$ cat config.mk
export PLATFORM = sky130hd
export DESIGN_NAME = iep_bank
export DESIGN_NICKNAME = d
export VERILOG_FILES = /design/src/include/iep_pkg.sv /design/src/verilog/iep_bank.sv /design/src/verilog/iep_prio_pick.sv
export SDC_FILE = /design/constraint.sdc
export NUM_CORES = 1
export LEC_CHECK = 0
export BUFFER_PORTS_ARGS = -buffer_cell sky130_fd_sc_hd__buf_2
export CAP_MARGIN = 0
export CORE_ASPECT_RATIO = 0.7
export CORE_MARGIN = 2
export CORE_UTILIZATION = 48
export DETAILED_ROUTE_END_ITERATION = 10
export GPL_TIMING_DRIVEN = 0
export PLACE_DENSITY_LB_ADDON = 0.08
export SLEW_MARGIN = 20
export SYNTH_ARGS = -nofsm -noshare
export SYNTH_HDL_FRONTEND = slang
export SYNTH_HIERARCHICAL = 1
export SYNTH_SLANG_ARGS = --single-unit
$ cat constraint.sdc
create_clock -name pclk -period 9.86 [get_ports pclk]
set_input_delay 1.972 -clock pclk [delete_from_list [all_inputs] [get_ports pclk]]
set_output_delay 1.972 -clock pclk [all_outputs]
set_load 0.01 [all_outputs]
$ cat src/include/iep_pkg.sv
// Constants for the interrupt enable and priority bank
package iep_pkg;

    // ========================================
    // Register byte offsets
    localparam logic [11:0] OFF_FLAG4    = 12'h000;  // Flag register 4
    localparam logic [11:0] OFF_EN0      = 12'h004;  // Enable register 0
    localparam logic [11:0] OFF_EN1      = 12'h008;  // Enable register 1
    localparam logic [11:0] OFF_EN4      = 12'h00c;  // Enable register 4
    localparam logic [11:0] OFF_PRIO0    = 12'h010;  // Priority register 0
    localparam logic [11:0] OFF_PRIO1    = 12'h014;  // Priority register 1
    localparam logic [11:0] OFF_IRQ_STAT = 12'h018;  // Sticky event status
    localparam logic [11:0] OFF_IRQ_MASK = 12'h01c;  // Event mask
    localparam logic [11:0] OFF_REQ_STAT = 12'h020;  // Current request view

    // ========================================
    // Implemented bit masks
    localparam logic [15:0] FLAG4_MASK = 16'h0002;
    localparam logic [15:0] EN0_MASK   = 16'h3fef;
    localparam logic [15:0] EN1_MASK   = 16'h20db;
    localparam logic [15:0] EN4_MASK   = 16'h0002;
    localparam logic [15:0] PRIO0_MASK = 16'h7777;
    localparam logic [15:0] PRIO1_MASK = 16'h7770;

    // ========================================
    // Reset values
    localparam logic [15:0] FLAG_RST   = 16'h0000;
    localparam logic [15:0] EN_RST     = 16'h0000;
    localparam logic [15:0] PRIO0_RST  = 16'h4444;
    localparam logic [15:0] PRIO1_RST  = 16'h4440;

    // ========================================
    // Field positions
    localparam int SERR_BIT   = 1;   // Serial error flag and enable
    localparam int EXT0_BIT   = 0;   // Enable register 0 bits
    localparam int CAP1_BIT   = 1;
    localparam int CMP1_BIT   = 2;
    localparam int TMR1_BIT   = 3;
    localparam int CAP2_BIT   = 5;
    localparam int CMP2_BIT   = 6;
    localparam int TMR2_BIT   = 7;
    localparam logic [3:0] TMR_PRIO_LSB = 4'hc;  // Timer field, both regs
    localparam logic [3:0] CMP_PRIO_LSB = 4'h8;  // Compare field
    localparam logic [3:0] CAP_PRIO_LSB = 4'h4;  // Capture field
    localparam logic [3:0] EXT_PRIO_LSB = 4'h0;  // External 0 field

    // ========================================
    // Arbitration and event status
    localparam int NSRC = 8;                           // Arbitrated sources
    localparam logic [2:0] SERR_LEVEL = 3'h4;          // Serial error level
    localparam int IRQ_SERR = 0;                       // Serial error event
    localparam int IRQ_REQ  = 1;                       // Request raised event
    localparam logic [1:0] IRQ_MASK_W = 2'h3;          // Implemented bits

endpackage

$ cat src/verilog/iep_bank.sv
// Interrupt flag, enable and priority register bank with APB slave
//
// Contract
// RL1 - Serial error flag is bit 1, flag register 4
// RL2 - Unimplemented bits read zero, ignore writes
// RL3 - Enable one passes request, zero blocks it
// RL4 - Enable register 0 source bit map
// RL5 - Enable register 1 source bit map
// RL6 - Enable register 4 holds only bit 1
// RL7 - Priority 7 highest, code zero disables source
// RL8 - Reset clears flags, enables; priorities load 100
// RL9 - Priority register 0 field layout
// RL10 - Priority register 1 layout, low nibble zero
// RL11 - Request needs flag, enable, nonzero priority; highest
// RL12 - CPU level is top bit over three bits
//
// Decided for this implementation: register access over APB and the register addresses.
`timescale 1ns/100ps
module iep_bank (
    // Clock, reset, enable
    input  wire logic        pclk,
    input  wire logic        presetn,
    input  wire logic        pclk_en,
    // APB slave
    input  wire logic        psel,
    input  wire logic        penable,
    input  wire logic        pwrite,
    input  wire logic [11:0] paddr,
    input  wire logic [31:0] pwdata,
    output logic      [31:0] prdata,
    output logic             pready,
    output logic             pslverr,
    // Peripheral flags held elsewhere: ext0,cap1,cmp1,tmr1,cap2,cmp2,tmr2
    input  wire logic [6:0]  periph_flags,
    input  wire logic        serial_error_req,
    // Processor level
    input  wire logic [2:0]  cpu_level_bits,
    input  wire logic        cpu_level_top_bit,
    // Request to processor
    output logic             req_valid,
    output logic [2:0]       req_src,
    output logic [2:0]       req_level,
    output logic             irq,
    // Enable bits for sources arbitrated elsewhere
    output logic [15:0]      enable_0_bits,
    output logic [15:0]      enable_1_bits
);

    // ========================================
    // Helpers
    // Keep only implemented bits of a write
    function automatic logic [15:0] wr_field(input logic [31:0] wd,
                                             input logic [15:0] mask);
        return wd[15:0] & mask;
    endfunction

    // Extract a 3-bit priority field
    function automatic logic [2:0] prio_of(input logic [15:0] r,
                                           input logic [3:0]  lsb);
        return r[lsb +: 3];
    endfunction

    // ========================================
    // State
    logic [15:0] flag4_q, flag4_d;        // Flag register 4
    logic [15:0] en0_q, en0_d;            // Enable register 0
    logic [15:0] en1_q, en1_d;            // Enable register 1
    logic [15:0] en4_q, en4_d;            // Enable register 4
    logic [15:0] prio0_q, prio0_d;        // Priority register 0
    logic [15:0] prio1_q, prio1_d;        // Priority register 1
    logic [1:0]  stat_q, stat_d;          // Sticky events
    logic [1:0]  mask_q, mask_d;          // Event mask
    logic        irq_q, irq_d;            // Interrupt output
    logic [31:0] prdata_q, prdata_d;      // Read data
    logic        pready_q, pready_d;      // Access phase answer
    logic        pslverr_q, pslverr_d;    // Unmapped address
    logic        req_valid_q, req_valid_d;
    logic [2:0]  req_src_q, req_src_d;
    logic [2:0]  req_level_q, req_level_d;

    // ========================================
    // Decode
    logic        setup;                   // Setup phase of a transfer
    logic        wr_en;                   // Write commits this edge
    logic        hit;                     // Mapped address
    logic [15:0] wdat;                    // Raw low write half
    logic [3:0]  cpu_level;               // Processor level, 0..15
    logic [7:0]  pend;                    // Pending, enabled, leveled
    logic [23:0] lvls;                    // Packed levels
    logic        pick_found;
    logic [2:0]  pick_idx;
    logic [2:0]  pick_level;

    assign setup = psel && !penable;
    assign wr_en = psel && penable && pwrite && pready_q;
    assign wdat  = pwdata[15:0];
    assign hit   = (paddr == iep_pkg::OFF_FLAG4) || (paddr == iep_pkg::OFF_EN0) ||
                   (paddr == iep_pkg::OFF_EN1) || (paddr == iep_pkg::OFF_EN4) ||
                   (paddr == iep_pkg::OFF_PRIO0) || (paddr == iep_pkg::OFF_PRIO1) ||
                   (paddr == iep_pkg::OFF_IRQ_STAT) || (paddr == iep_pkg::OFF_IRQ_MASK) ||
                   (paddr == iep_pkg::OFF_REQ_STAT);
    // Above 7 means trap level: no 3-bit source can beat it
    assign cpu_level = {cpu_level_top_bit, cpu_level_bits};  // RL12

    // ========================================
    // Source levels and pending vector
    always_comb begin
        lvls = {iep_pkg::SERR_LEVEL,
                prio_of(prio1_q, iep_pkg::TMR_PRIO_LSB),
                prio_of(prio1_q, iep_pkg::CMP_PRIO_LSB),
                prio_of(prio1_q, iep_pkg::CAP_PRIO_LSB),
                prio_of(prio0_q, iep_pkg::TMR_PRIO_LSB),  // RL9
                prio_of(prio0_q, iep_pkg::CMP_PRIO_LSB),
                prio_of(prio0_q, iep_pkg::CAP_PRIO_LSB),
                prio_of(prio0_q, iep_pkg::EXT_PRIO_LSB)};
        // Flag and enable must both be set
        pend = {flag4_q[iep_pkg::SERR_BIT] & en4_q[iep_pkg::SERR_BIT],
                periph_flags[6] & en0_q[iep_pkg::TMR2_BIT],
                periph_flags[5] & en0_q[iep_pkg::CMP2_BIT],
                periph_flags[4] & en0_q[iep_pkg::CAP2_BIT],
                periph_flags[3] & en0_q[iep_pkg::TMR1_BIT],
                periph_flags[2] & en0_q[iep_pkg::CMP1_BIT],
                periph_flags[1] & en0_q[iep_pkg::CAP1_BIT],
                periph_flags[0] & en0_q[iep_pkg::EXT0_BIT]};  // RL3 RL4
        // Code zero removes the source entirely
        for (int i = 0; i < iep_pkg::NSRC; i++) begin
            if (lvls[3*i +: 3] == 3'h0) begin
                pend[i] = 1'b0;  // RL7
            end
        end
    end

    // Highest level wins, lowest index on ties
    iep_prio_pick u_pick (
        .pend  (pend),
        .lvls  (lvls),
        .found (pick_found),
        .idx   (pick_idx),
        .level (pick_level)
    );

    // ========================================
    // Register next values
    always_comb begin
        flag4_d = flag4_q;
        en0_d   = en0_q;
        en1_d   = en1_q;
        en4_d   = en4_q;
        prio0_d = prio0_q;
        prio1_d = prio1_q;
        mask_d  = mask_q;
        stat_d  = stat_q;
        if (wr_en) begin
            unique case (paddr)
                // Masks drop writes to unimplemented bits
                iep_pkg::OFF_FLAG4:    flag4_d = wr_field(pwdata, iep_pkg::FLAG4_MASK);  // RL1 RL2
                iep_pkg::OFF_EN0:      en0_d   = wr_field(pwdata, iep_pkg::EN0_MASK);    // RL4
                iep_pkg::OFF_EN1:      en1_d   = wr_field(pwdata, iep_pkg::EN1_MASK);    // RL5
                iep_pkg::OFF_EN4:      en4_d   = wr_field(pwdata, iep_pkg::EN4_MASK);    // RL6
                iep_pkg::OFF_PRIO0:    prio0_d = wr_field(pwdata, iep_pkg::PRIO0_MASK);  // RL9
                iep_pkg::OFF_PRIO1:    prio1_d = wr_field(pwdata, iep_pkg::PRIO1_MASK);  // RL10
                iep_pkg::OFF_IRQ_MASK: mask_d  = wdat[1:0] & iep_pkg::IRQ_MASK_W;
                // Write one to clear
                iep_pkg::OFF_IRQ_STAT: stat_d  = stat_q & ~wdat[1:0];
                default: ;
            endcase
        end
        // A request in the clearing cycle still lands
        if (serial_error_req) begin
            flag4_d[iep_pkg::SERR_BIT] = 1'b1;  // RL1
            stat_d[iep_pkg::IRQ_SERR]  = 1'b1;
        end
        if (req_valid_d && !req_valid_q) begin
            stat_d[iep_pkg::IRQ_REQ] = 1'b1;
        end
        irq_d = |(stat_d & mask_d);
    end

    // ========================================
    // Request next values
    always_comb begin
        // Only strictly above the processor level is passed on
        req_valid_d = pick_found && ({1'b0, pick_level} > cpu_level);  // RL11 RL12
        req_src_d   = req_valid_d ? pick_idx : 3'h0;
        req_level_d = req_valid_d ? pick_level : 3'h0;
    end

    // ========================================
    // APB answer next values; read data captured in setup, so the
    // slave answers on the first access cycle with no wait
    always_comb begin
        pready_d  = setup;
        pslverr_d = setup && !hit;
        prdata_d  = 32'h0000_0000;
        if (setup) begin
            unique case (paddr)
                iep_pkg::OFF_FLAG4:    prdata_d[15:0] = flag4_q;
                iep_pkg::OFF_EN0:      prdata_d[15:0] = en0_q;
                iep_pkg::OFF_EN1:      prdata_d[15:0] = en1_q;
                iep_pkg::OFF_EN4:      prdata_d[15:0] = en4_q;
                iep_pkg::OFF_PRIO0:    prdata_d[15:0] = prio0_q;
                iep_pkg::OFF_PRIO1:    prdata_d[15:0] = prio1_q;
                iep_pkg::OFF_IRQ_STAT: prdata_d[1:0]  = stat_q;
                iep_pkg::OFF_IRQ_MASK: prdata_d[1:0]  = mask_q;
                iep_pkg::OFF_REQ_STAT: prdata_d[10:0] = {cpu_level, req_level_q, req_src_q, req_valid_q};
                default:               prdata_d       = 32'h0000_0000;
            endcase
        end
    end

    // ========================================
    // All flip-flops; clock enable low freezes everything
    always_ff @(posedge pclk or negedge presetn) begin
        if (!presetn) begin
            flag4_q     <= iep_pkg::FLAG_RST;   // RL8
            en0_q       <= iep_pkg::EN_RST;
            en1_q       <= iep_pkg::EN_RST;
            en4_q       <= iep_pkg::EN_RST;
            prio0_q     <= iep_pkg::PRIO0_RST;  // RL8
            prio1_q     <= iep_pkg::PRIO1_RST;
            stat_q      <= 2'h0;
            mask_q      <= 2'h0;
            irq_q       <= 1'b0;
            prdata_q    <= 32'h0000_0000;
            pready_q    <= 1'b0;
            pslverr_q   <= 1'b0;
            req_valid_q <= 1'b0;
            req_src_q   <= 3'h0;
            req_level_q <= 3'h0;
        end else if (pclk_en) begin
            flag4_q     <= flag4_d;
            en0_q       <= en0_d;
            en1_q       <= en1_d;
            en4_q       <= en4_d;
            prio0_q     <= prio0_d;
            prio1_q     <= prio1_d;
            stat_q      <= stat_d;
            mask_q      <= mask_d;
            irq_q       <= irq_d;
            prdata_q    <= prdata_d;
            pready_q    <= pready_d;
            pslverr_q   <= pslverr_d;
            req_valid_q <= req_valid_d;
            req_src_q   <= req_src_d;
            req_level_q <= req_level_d;
        end
    end

    // ========================================
    // Outputs
    assign prdata        = prdata_q;
    assign pready        = pready_q;
    assign pslverr       = pslverr_q;
    assign req_valid     = req_valid_q;
    assign req_src       = req_src_q;
    assign req_level     = req_level_q;
    assign irq           = irq_q;
    assign enable_0_bits = en0_q;
    assign enable_1_bits = en1_q;
endmodule // iep_bank

$ cat src/verilog/iep_prio_pick.sv
// Highest level pending source selector
`timescale 1ns/100ps
module iep_prio_pick (
    // Pending sources and their levels
    input  wire logic [7:0]  pend,
    input  wire logic [23:0] lvls,
    // Winner
    output logic             found,
    output logic [2:0]       idx,
    output logic [2:0]       level
);

    // ========================================
    // Linear scan; strict compare keeps lowest index on ties
    always_comb begin
        found = 1'b0;
        idx   = 3'h0;
        level = 3'h0;
        for (int i = 0; i < 8; i++) begin
            // Pending sources always carry a nonzero level
            if (pend[i] && (lvls[3*i +: 3] > level)) begin
                found = 1'b1;
                idx   = 3'(i);
                level = lvls[3*i +: 3];
            end
        end
    end

endmodule // iep_prio_pick

# Word-level counts from Yosys, hierarchy flattened
# Cells that the tools add are included.
[classes]
order_cmp = 9
mux = 45
eq_ne = 8
bitwise_logic = 11
n_reduce_logical = 43
[ops]
columns = ["cell", "count"]
rows = [
  ["$eq 12x5->1 const B", 4],
  ["$pmux 9 s5", 1],
  ["$mux 3", 14],
  ["$eq 12x4->1 const B", 2],
  ["$logic_not 3->1", 7],
  ["$mux 1", 19],
  ["$gt 3x3->1", 6],
  ["$reduce_and 3->1", 6],
  ["$mux 2", 8],
  ["$pmux 2 s8", 1],
  ["$pmux 4 s4", 1],
  ["$logic_and 1x1->1", 15],
  ["$mux 15", 1],
  ["$eq 12x3->1 const B", 1],
  ["$eq 12x6->1 const B", 1],
  ["$logic_not 12->1", 1],
  ["$and 1x1->1", 8],
  ["$logic_or 1x1->1", 8],
  ["$and 2x2->2", 2],
  ["$gt 3x4->1", 1],
  ["$reduce_bool 2->1", 2],
  ["$gt 3x1->1 const B", 1],
  ["$gt 3x3->1 const A", 1],
  ["$logic_not 1->1", 3],
  ["2 further kinds", 2],
]
[totals]
output_inout_bits = 74
ff_bits = 89
in_bits = 62

# Logic depth before layout (Yosys ltp)
[depth]
depth_word = 31
ltp_mapped = 59
depth_no_buf = 59

# Modules after synthesis
# The synthesis kept the hierarchy.
[by_module_without_submodules]
columns = ["module", "n_inst", "area_each_um2", "cells_per_inst"]
rows = [
  ["iep_bank", 1, 3950.0, 365],
  ["iep_prio_pick", 1, 953.4, 146],
]

# Least setup slack after synthesis
# OpenSTA, ideal clock, no wires.
[synth_timing]
kind = "in2reg"
start = "input port periph_flags[0]"
end = "register irq_q, in the netlist irq"
slack_ns = -1.644
t_required_ns = 9.730
arrival_ns = 11.374
cell_stages = 55
setup_ns = 0.130
cell_sequence = "o311a_1 nand2_1 ha_1 nor2_1 a31o_2 nor2_1 mux2i_1 inv_1 ha_1 nor2_1 a31o_2 o221ai_1 o31a_1 and2_1 ha_1 nor2_1 or2_2 a21boi_0 [19 not listed] a21oi_1 maj3_1 nand2_1 or2_2 nand2_1 ha_1 nor2b_1 o21ai_0 nand2b_1 nand3_1 a21boi_2 nand2_1 or4_1 inv_1 a311oi_1 o21ai_1 a2bb2oi_1 o31ai_1"
[synth_via]
elab_cells_between_ends = 39
cone_classes = "8 x order compare; 18 x mux; 2 x bitwise; 11 x reduce/logical"
[synth_lines]
columns = ["element", "line", "rtl"]
rows = [
  ["start, declared", "iep_bank.sv:34", "input wire logic [6:0] periph_flags,"],
  ["$and 1x1->1 *", "iep_bank.sv:124", "periph_flags[0] & en0_q[iep_pkg::EXT0_BIT]};"],
  ["$mux 1 *", "iep_bank.sv:127", "if (lvls[3*i +: 3] == 3'h0) begin"],
  ["$logic_and 1x1->1 *", "iep_prio_pick.sv:21", "if (pend[i] && (lvls[3*i +: 3] > level)) begin"],
  ["$mux 3", "iep_prio_pick.sv:21", ""],
  ["$gt 3x3->1", "iep_prio_pick.sv:21", ""],
  ["$logic_and 1x1->1", "iep_prio_pick.sv:21", ""],
  ["$mux 3", "iep_prio_pick.sv:21", ""],
  ["$gt 3x3->1", "iep_prio_pick.sv:21", ""],
  ["[15 not listed]", "--", ""],
  ["$logic_and 1x1->1", "iep_prio_pick.sv:21", ""],
  ["$mux 1 *", "iep_prio_pick.sv:21", ""],
  ["via pick_found", "iep_bank.sv:90", "logic pick_found;"],
  ["$logic_and 1x1->1 *", "iep_bank.sv:183", "req_valid_d = pick_found && ({1'b0, pick_level} > cpu_level);"],
  ["$logic_and 1x1->1 *", "iep_bank.sv:173", "if (req_valid_d && !req_valid_q) begin"],
  ["$mux 1 *", "iep_bank.sv:173", ""],
  ["$and 2x2->2 *", "iep_bank.sv:176", "irq_d = |(stat_d & mask_d);"],
  ["$reduce_or 2->1 *", "iep_bank.sv:176", ""],
  ["end signal, assigned", "iep_bank.sv:239", "irq_q <= irq_d;"],
  ["end, declared", "iep_bank.sv:73", "logic irq_q, irq_d;"],
]
# Mark *: on every way through the listed nets, which the timed path passes. The rest lies on a longest branch.
# A chain may end at the register's enable or synchronous reset.

# Final worst setup path
[layout_timing]
start = "input port periph_flags[0]"
end = "register irq_q, in the netlist irq"
[layout_via]
elab_chain_cells = 31
elab_cells_between_ends = 39
cone_classes = "8 x order compare; 18 x mux; 2 x bitwise; 11 x reduce/logical"
[layout_rtl]
columns = ["element", "line", "rtl"]
rows = [
  ["$and 1x1->1 *", "iep_bank.sv:124", ""],
  ["$mux 1 *", "iep_bank.sv:127", ""],
  ["via pend[0]", "iep_bank.sv:88", "logic [7:0] pend;"],
  ["$logic_and 1x1->1 *", "iep_prio_pick.sv:21", ""],
  ["$mux 3 *", "iep_prio_pick.sv:21", ""],
  ["$gt 3x3->1", "iep_prio_pick.sv:21", ""],
  ["$logic_and 1x1->1", "iep_prio_pick.sv:21", ""],
  ["$mux 3 *", "iep_prio_pick.sv:21", ""],
  ["[17 not listed]", "--", ""],
  ["$mux 3 *", "iep_prio_pick.sv:21", ""],
  ["via pick_level[0]", "iep_bank.sv:92", "logic [2:0] pick_level;"],
  ["$gt 3x4->1 *", "iep_bank.sv:183", ""],
  ["$logic_and 1x1->1 *", "iep_bank.sv:183", ""],
  ["$logic_and 1x1->1 *", "iep_bank.sv:173", ""],
  ["$mux 1 *", "iep_bank.sv:173", ""],
  ["$and 2x2->2 *", "iep_bank.sv:176", ""],
  ["$reduce_or 2->1 *", "iep_bank.sv:176", ""],
]
# Marked as above.

==> results.txt <==
----------------------------------------------------
[Global routing]
  Via count of the first global-routing pass ... around 4600
  Largest net degree at the start of global routing ... 40
  Global-route congestion overflow total ... 0
  Wire length of the first global-routing pass ... 24.8 mm
  Global router's overall resource usage ... 29.3%
  Number of antenna violations at the first check in global routing ... 0

[Critical path]
  Data required, critical path ... 10100 ps
  Cell type with the highest occurrence count on the critical path ... sky130_fd_sc_hd__ha_4
  RR Endpoint ... irq$_DFFE_PN0P_
  R2R setup slack ... -250 ps
  Launch instance of the worst register-to-register path ... prio0_q[2]$_DFFE_PN1P_
  Crit path max-delay cell type ... sky130_fd_sc_hd__o31a_1
  WS Path Type ... input pin to flip-flop
  Crit-path max cell delay ... between 300 and 400 ps
  Worst Setup Start Kind ... input pin
  Worst-path fanout max ... 5
  Setup crit end ... irq$_DFFE_PN0P_
  Reg2reg path depth ... 56
  Crit. Startpoint ... periph_flags[0]
  CP arrival ... roughly 11000 ps
  Kind of end point of the critical path ... flip-flop

[Synthesis]
  Total of flip-flops plus latches after synthesis ... 72
  Average cell area after synthesis ... between 9 and 10 um^2
  Cell type with the highest aggregate area in the netlist ... sky130_fd_sc_hd__dfrtp_1
  Predominant post-synthesis flop cell ... sky130_fd_sc_hd__dfrtp_1
  Number of library cell types mapped by synthesis ... between 70 and 80
  Async set-or-reset flop fraction in the synthesized netlist ... 100%
  Mapped Area ... 0.00490 mm^2
  Top-count cell post-synth ... sky130_fd_sc_hd__dfrtp_1
  Cell types occupying the most area after synthesis ... sky130_fd_sc_hd__dfrtp_1 (33%), sky130_fd_sc_hd__mux2_2 (8.7%), sky130_fd_sc_hd__buf_4 (4.6%)
  Yosys top cell area share ... between 30% and 40%
  Syn. warnings ... 6
  Top cells by instance count after synthesis ... sky130_fd_sc_hd__dfrtp_1 (65), sky130_fd_sc_hd__inv_1 (44), sky130_fd_sc_hd__mux2_2 (38), sky130_fd_sc_hd__nand2_1 (36)
  Cell count after synthesis ... 511
  Sequential-to-total area share from yosys stat ... 36.9%
  Number of flops mapped to enable cells by yosys ... 0

[Place]
  Setup slack at placement ... -2180 ps
  # port buffers ... 87
  Post-detail-place hpwl ... ~12 mm
  Final weighted congestion in routability-driven placement ... around 0.94

[Layout]
  Layout filler cell count ... 779
  Inserted Diodes ... 0
  Area growth from synthesis to layout ... 38.5%
  Final standard cell utilization of the core ... 69.3%
  Final net count ... between 700 and 800
  Ratio of cells with drive above 1 in the final layout ... 47.4%

[Clock network]
  H-tree Lvls ... 3
  Clock tree from TritonCTS ... built
  TritonCTS Sinks ... 72
  Buffers from clock root to sink, at most ... 2
  Cell chosen for the clock root ... sky130_fd_sc_hd__clkbuf_16
  Worst skew pair latency ... ~340 ps
  Cts-stage hold buffer count ... 0
  Clock buffer count from CTS ... 9
  Reg clk slew, reported paths ... 60 ps

[Detailed routing]
  Number of vias after detailed routing ... 4798
  Iteration-0 DRC Markers ... 407
  DRT Wirelength ... around 17 mm
  Detailed-router iteration count before antenna repair ... 5
  Number of vias per cell after detailed routing ... 5.85
  Total DRC errors in the routed layout ... 0
  Avg WL per Cell ... 20.3 um
  Detail Route Antenna Nets ... 0

[Pwr]
  Internal power ... 0.523 mW
  Worst IR Drop VDD ... 0.0815 mV
  Leakage power ... 3.30 nW
  Part of the total power dissipated in sequential elements ... 43.2%
  Clock share of power ... 46.7%
  Switching part of the total ... ~25%
  Pwr per Cell Area ... 103 mW/mm^2
  Sw Pwr ... 0.175 mW
  Portion of total power attributed to combinational logic ... approximately a tenth

[Floorplanning]
  Top Ports ... 136
  Total Die Area ... about 0.011 mm^2
  Initial core utilization ... 50.1%
  Die height ... between 80 and 90 um
  Standard-cell row count ... 30
  Floorplan die width ... ~120 um
  Core Region ... ~0.0098 mm^2

[Timing]
  Worst relative slew slack ... approximately a fifth
  Max-slew violation total from the final report ... 0
  Number of hold violations in the final report ... 0
  Minimum clock period ... ~11000 ps
  Number of endpoints failing setup at the final stage ... 9
  Maximum achievable frequency ... 0.0898 GHz
  Setup slack of the critical path after layout ... -1280 ps
  Tcrit/Tclk final ... 113%
  Total negative setup slack ... -11010 ps
  Unrepaired setup endpoints after global routing ... yes
  Worst-Margin Slew ... 1170 ps
  Final-layout worst hold slack ... 524 ps
  Final worst clock skew ... between 6 and 7 ps

[Outcome]
  Violations in the final reports ... setup timing
  Result of the run ... finished with violations

[Run]
  Max capacitance violation total ... 0

[Worst hold path]
  Min-delay worst type ... flip-flop to flip-flop

----------------------------------------------------
layer usage:
metal,GRT usage [%],wire length [um],up-vias
met1,42.0,7650,2361
met4,5.82,187,0
li1,-,-,2183
met3,6.95,1410,21
met2,46.1,7390,233
met5,0,0,-
how the worst min path moves through the flow:
| stage | cells past startpoint | from | end |
|---|---|---|---|
| detailed placement | 2 | pslverr$_DFFE_PN0P_ | pslverr$_DFFE_PN0P_ |
| CTS | 2 | pslverr$_DFFE_PN0P_ | pslverr$_DFFE_PN0P_ |
| global route | 2 | prdata[3]$_DFFE_PN0P_ | prdata[3]$_DFFE_PN0P_ |
| global placement | 2 | enable_0_bits[11]$_DFFE_PN0P_ | prdata[11]$_DFFE_PN0P_ |
| floorplan | 1 | mask_q[0]$_DFFE_PN0P_ | mask_q[0]$_DFFE_PN0P_ |
| finish | 2 | prdata[3]$_DFFE_PN0P_ | prdata[3]$_DFFE_PN0P_ |
sequential cells by signal, indices dropped and copies added, names as in the netlist, 3 cells and up:
| name | count |
|---|---|
| req_src | 3 |
| prio0_q | 12 |
| req_level | 3 |
| enable_0_bits | 13 |
| enable_1_bits | 7 |
| prio1_q | 9 |
| prdata | 15 |
timing repair:
action	CTS	global route
gates resized for setup	33	27
cloned	0	0
pin swaps	32	35
buffers inserted	35	10
endpoints found under the setup margin	9	9
placed cells by master (no fill, tap or decap), drive strengths merged, types with 5 or more instances in the layout:
| cell type | count |
|---|---|
| mux2i | 8 |
| o31a | 5 |
| a32oi | 7 |
| a21oi | 13 |
| nor3 | 9 |
| or2 | 6 |
| dfstp | 7 |
| dfrtp | 65 |
| buf | 169 |
| and2 | 8 |
| inv | 45 |
| nor2b | 9 |
| a22oi | 6 |
| nand2 | 36 |
| o311a | 7 |
| a21boi | 6 |
| nand3 | 17 |
| nor2 | 31 |
| clkbuf | 16 |
| conb | 35 |
| o21ai | 16 |
| ha | 15 |
| mux2 | 47 |
| o22ai | 22 |
| nand2b | 5 |
critical path, delay by kind of cell:
family / cells / cell delay, ps
buf+inv: 5 / 410
compound gates: 24 / 4380
mux: 1 / 230
simple gates: 17 / 1760
fa+ha+maj: 10 / 2580
metrics by stage:
| step | instance area (um^2) | power (mW) | cells |
|---|---|---|---|
| floorplan | 5220 | 0.343 | 544 |
| global placement | 5810 | 0.369 | 759 |
| detailed placement | 5840 | 0.371 | 760 |
| CTS | 6590 | 0.698 | 811 |
| global route | 6790 | 0.717 | 820 |
| finish | 6790 | 0.698 | 820 |
layout make-up:
cell class / instances / area [um^2] / area share (%)
Multi-Input combinational cell: 383 / 3250 / 47.9
Buffer: 44 / 297 / 4.37
Inverter: 45 / 169 / 2.49
Timing Repair Buffer: 132 / 806 / 11.9
Clock inverter: 7 / 72.6 / 1.07
Sequential cell: 72 / 1810 / 26.7
Tap cell: 128 / 160 / 2.36
Clock buffer: 9 / 225 / 3.32
power by group through the flow:
stage          clock network [mW]  registers (mW)  logic (mW)
2_1_floorplan                   0           0.307      0.0364
3_3_place_gp                    0           0.306      0.0627
3_5_place_dp                    0           0.306      0.0650
4_1_cts                     0.329           0.301      0.0673
5_1_grt                     0.339           0.302      0.0771
6_report                    0.326           0.301      0.0707
logic make-up after synthesis:
| family | count (synthesis) | share of synthesized area, % |
|---|---|---|
| muxes | 55 | 13.1 |
| adders and majority gates | 17 | 4.26 |
| buffers and inverters | 89 | 9.49 |
| other | 2 | 0.153 |
| AOI/OAI and AO/OA | 126 | 19.3 |
| and+or+nand+nor | 149 | 16.5 |
| DFF | 72 | 36.9 |
| xor gates and xnor gates | 1 | 0.179 |
(Power assumes the default switching activity.)
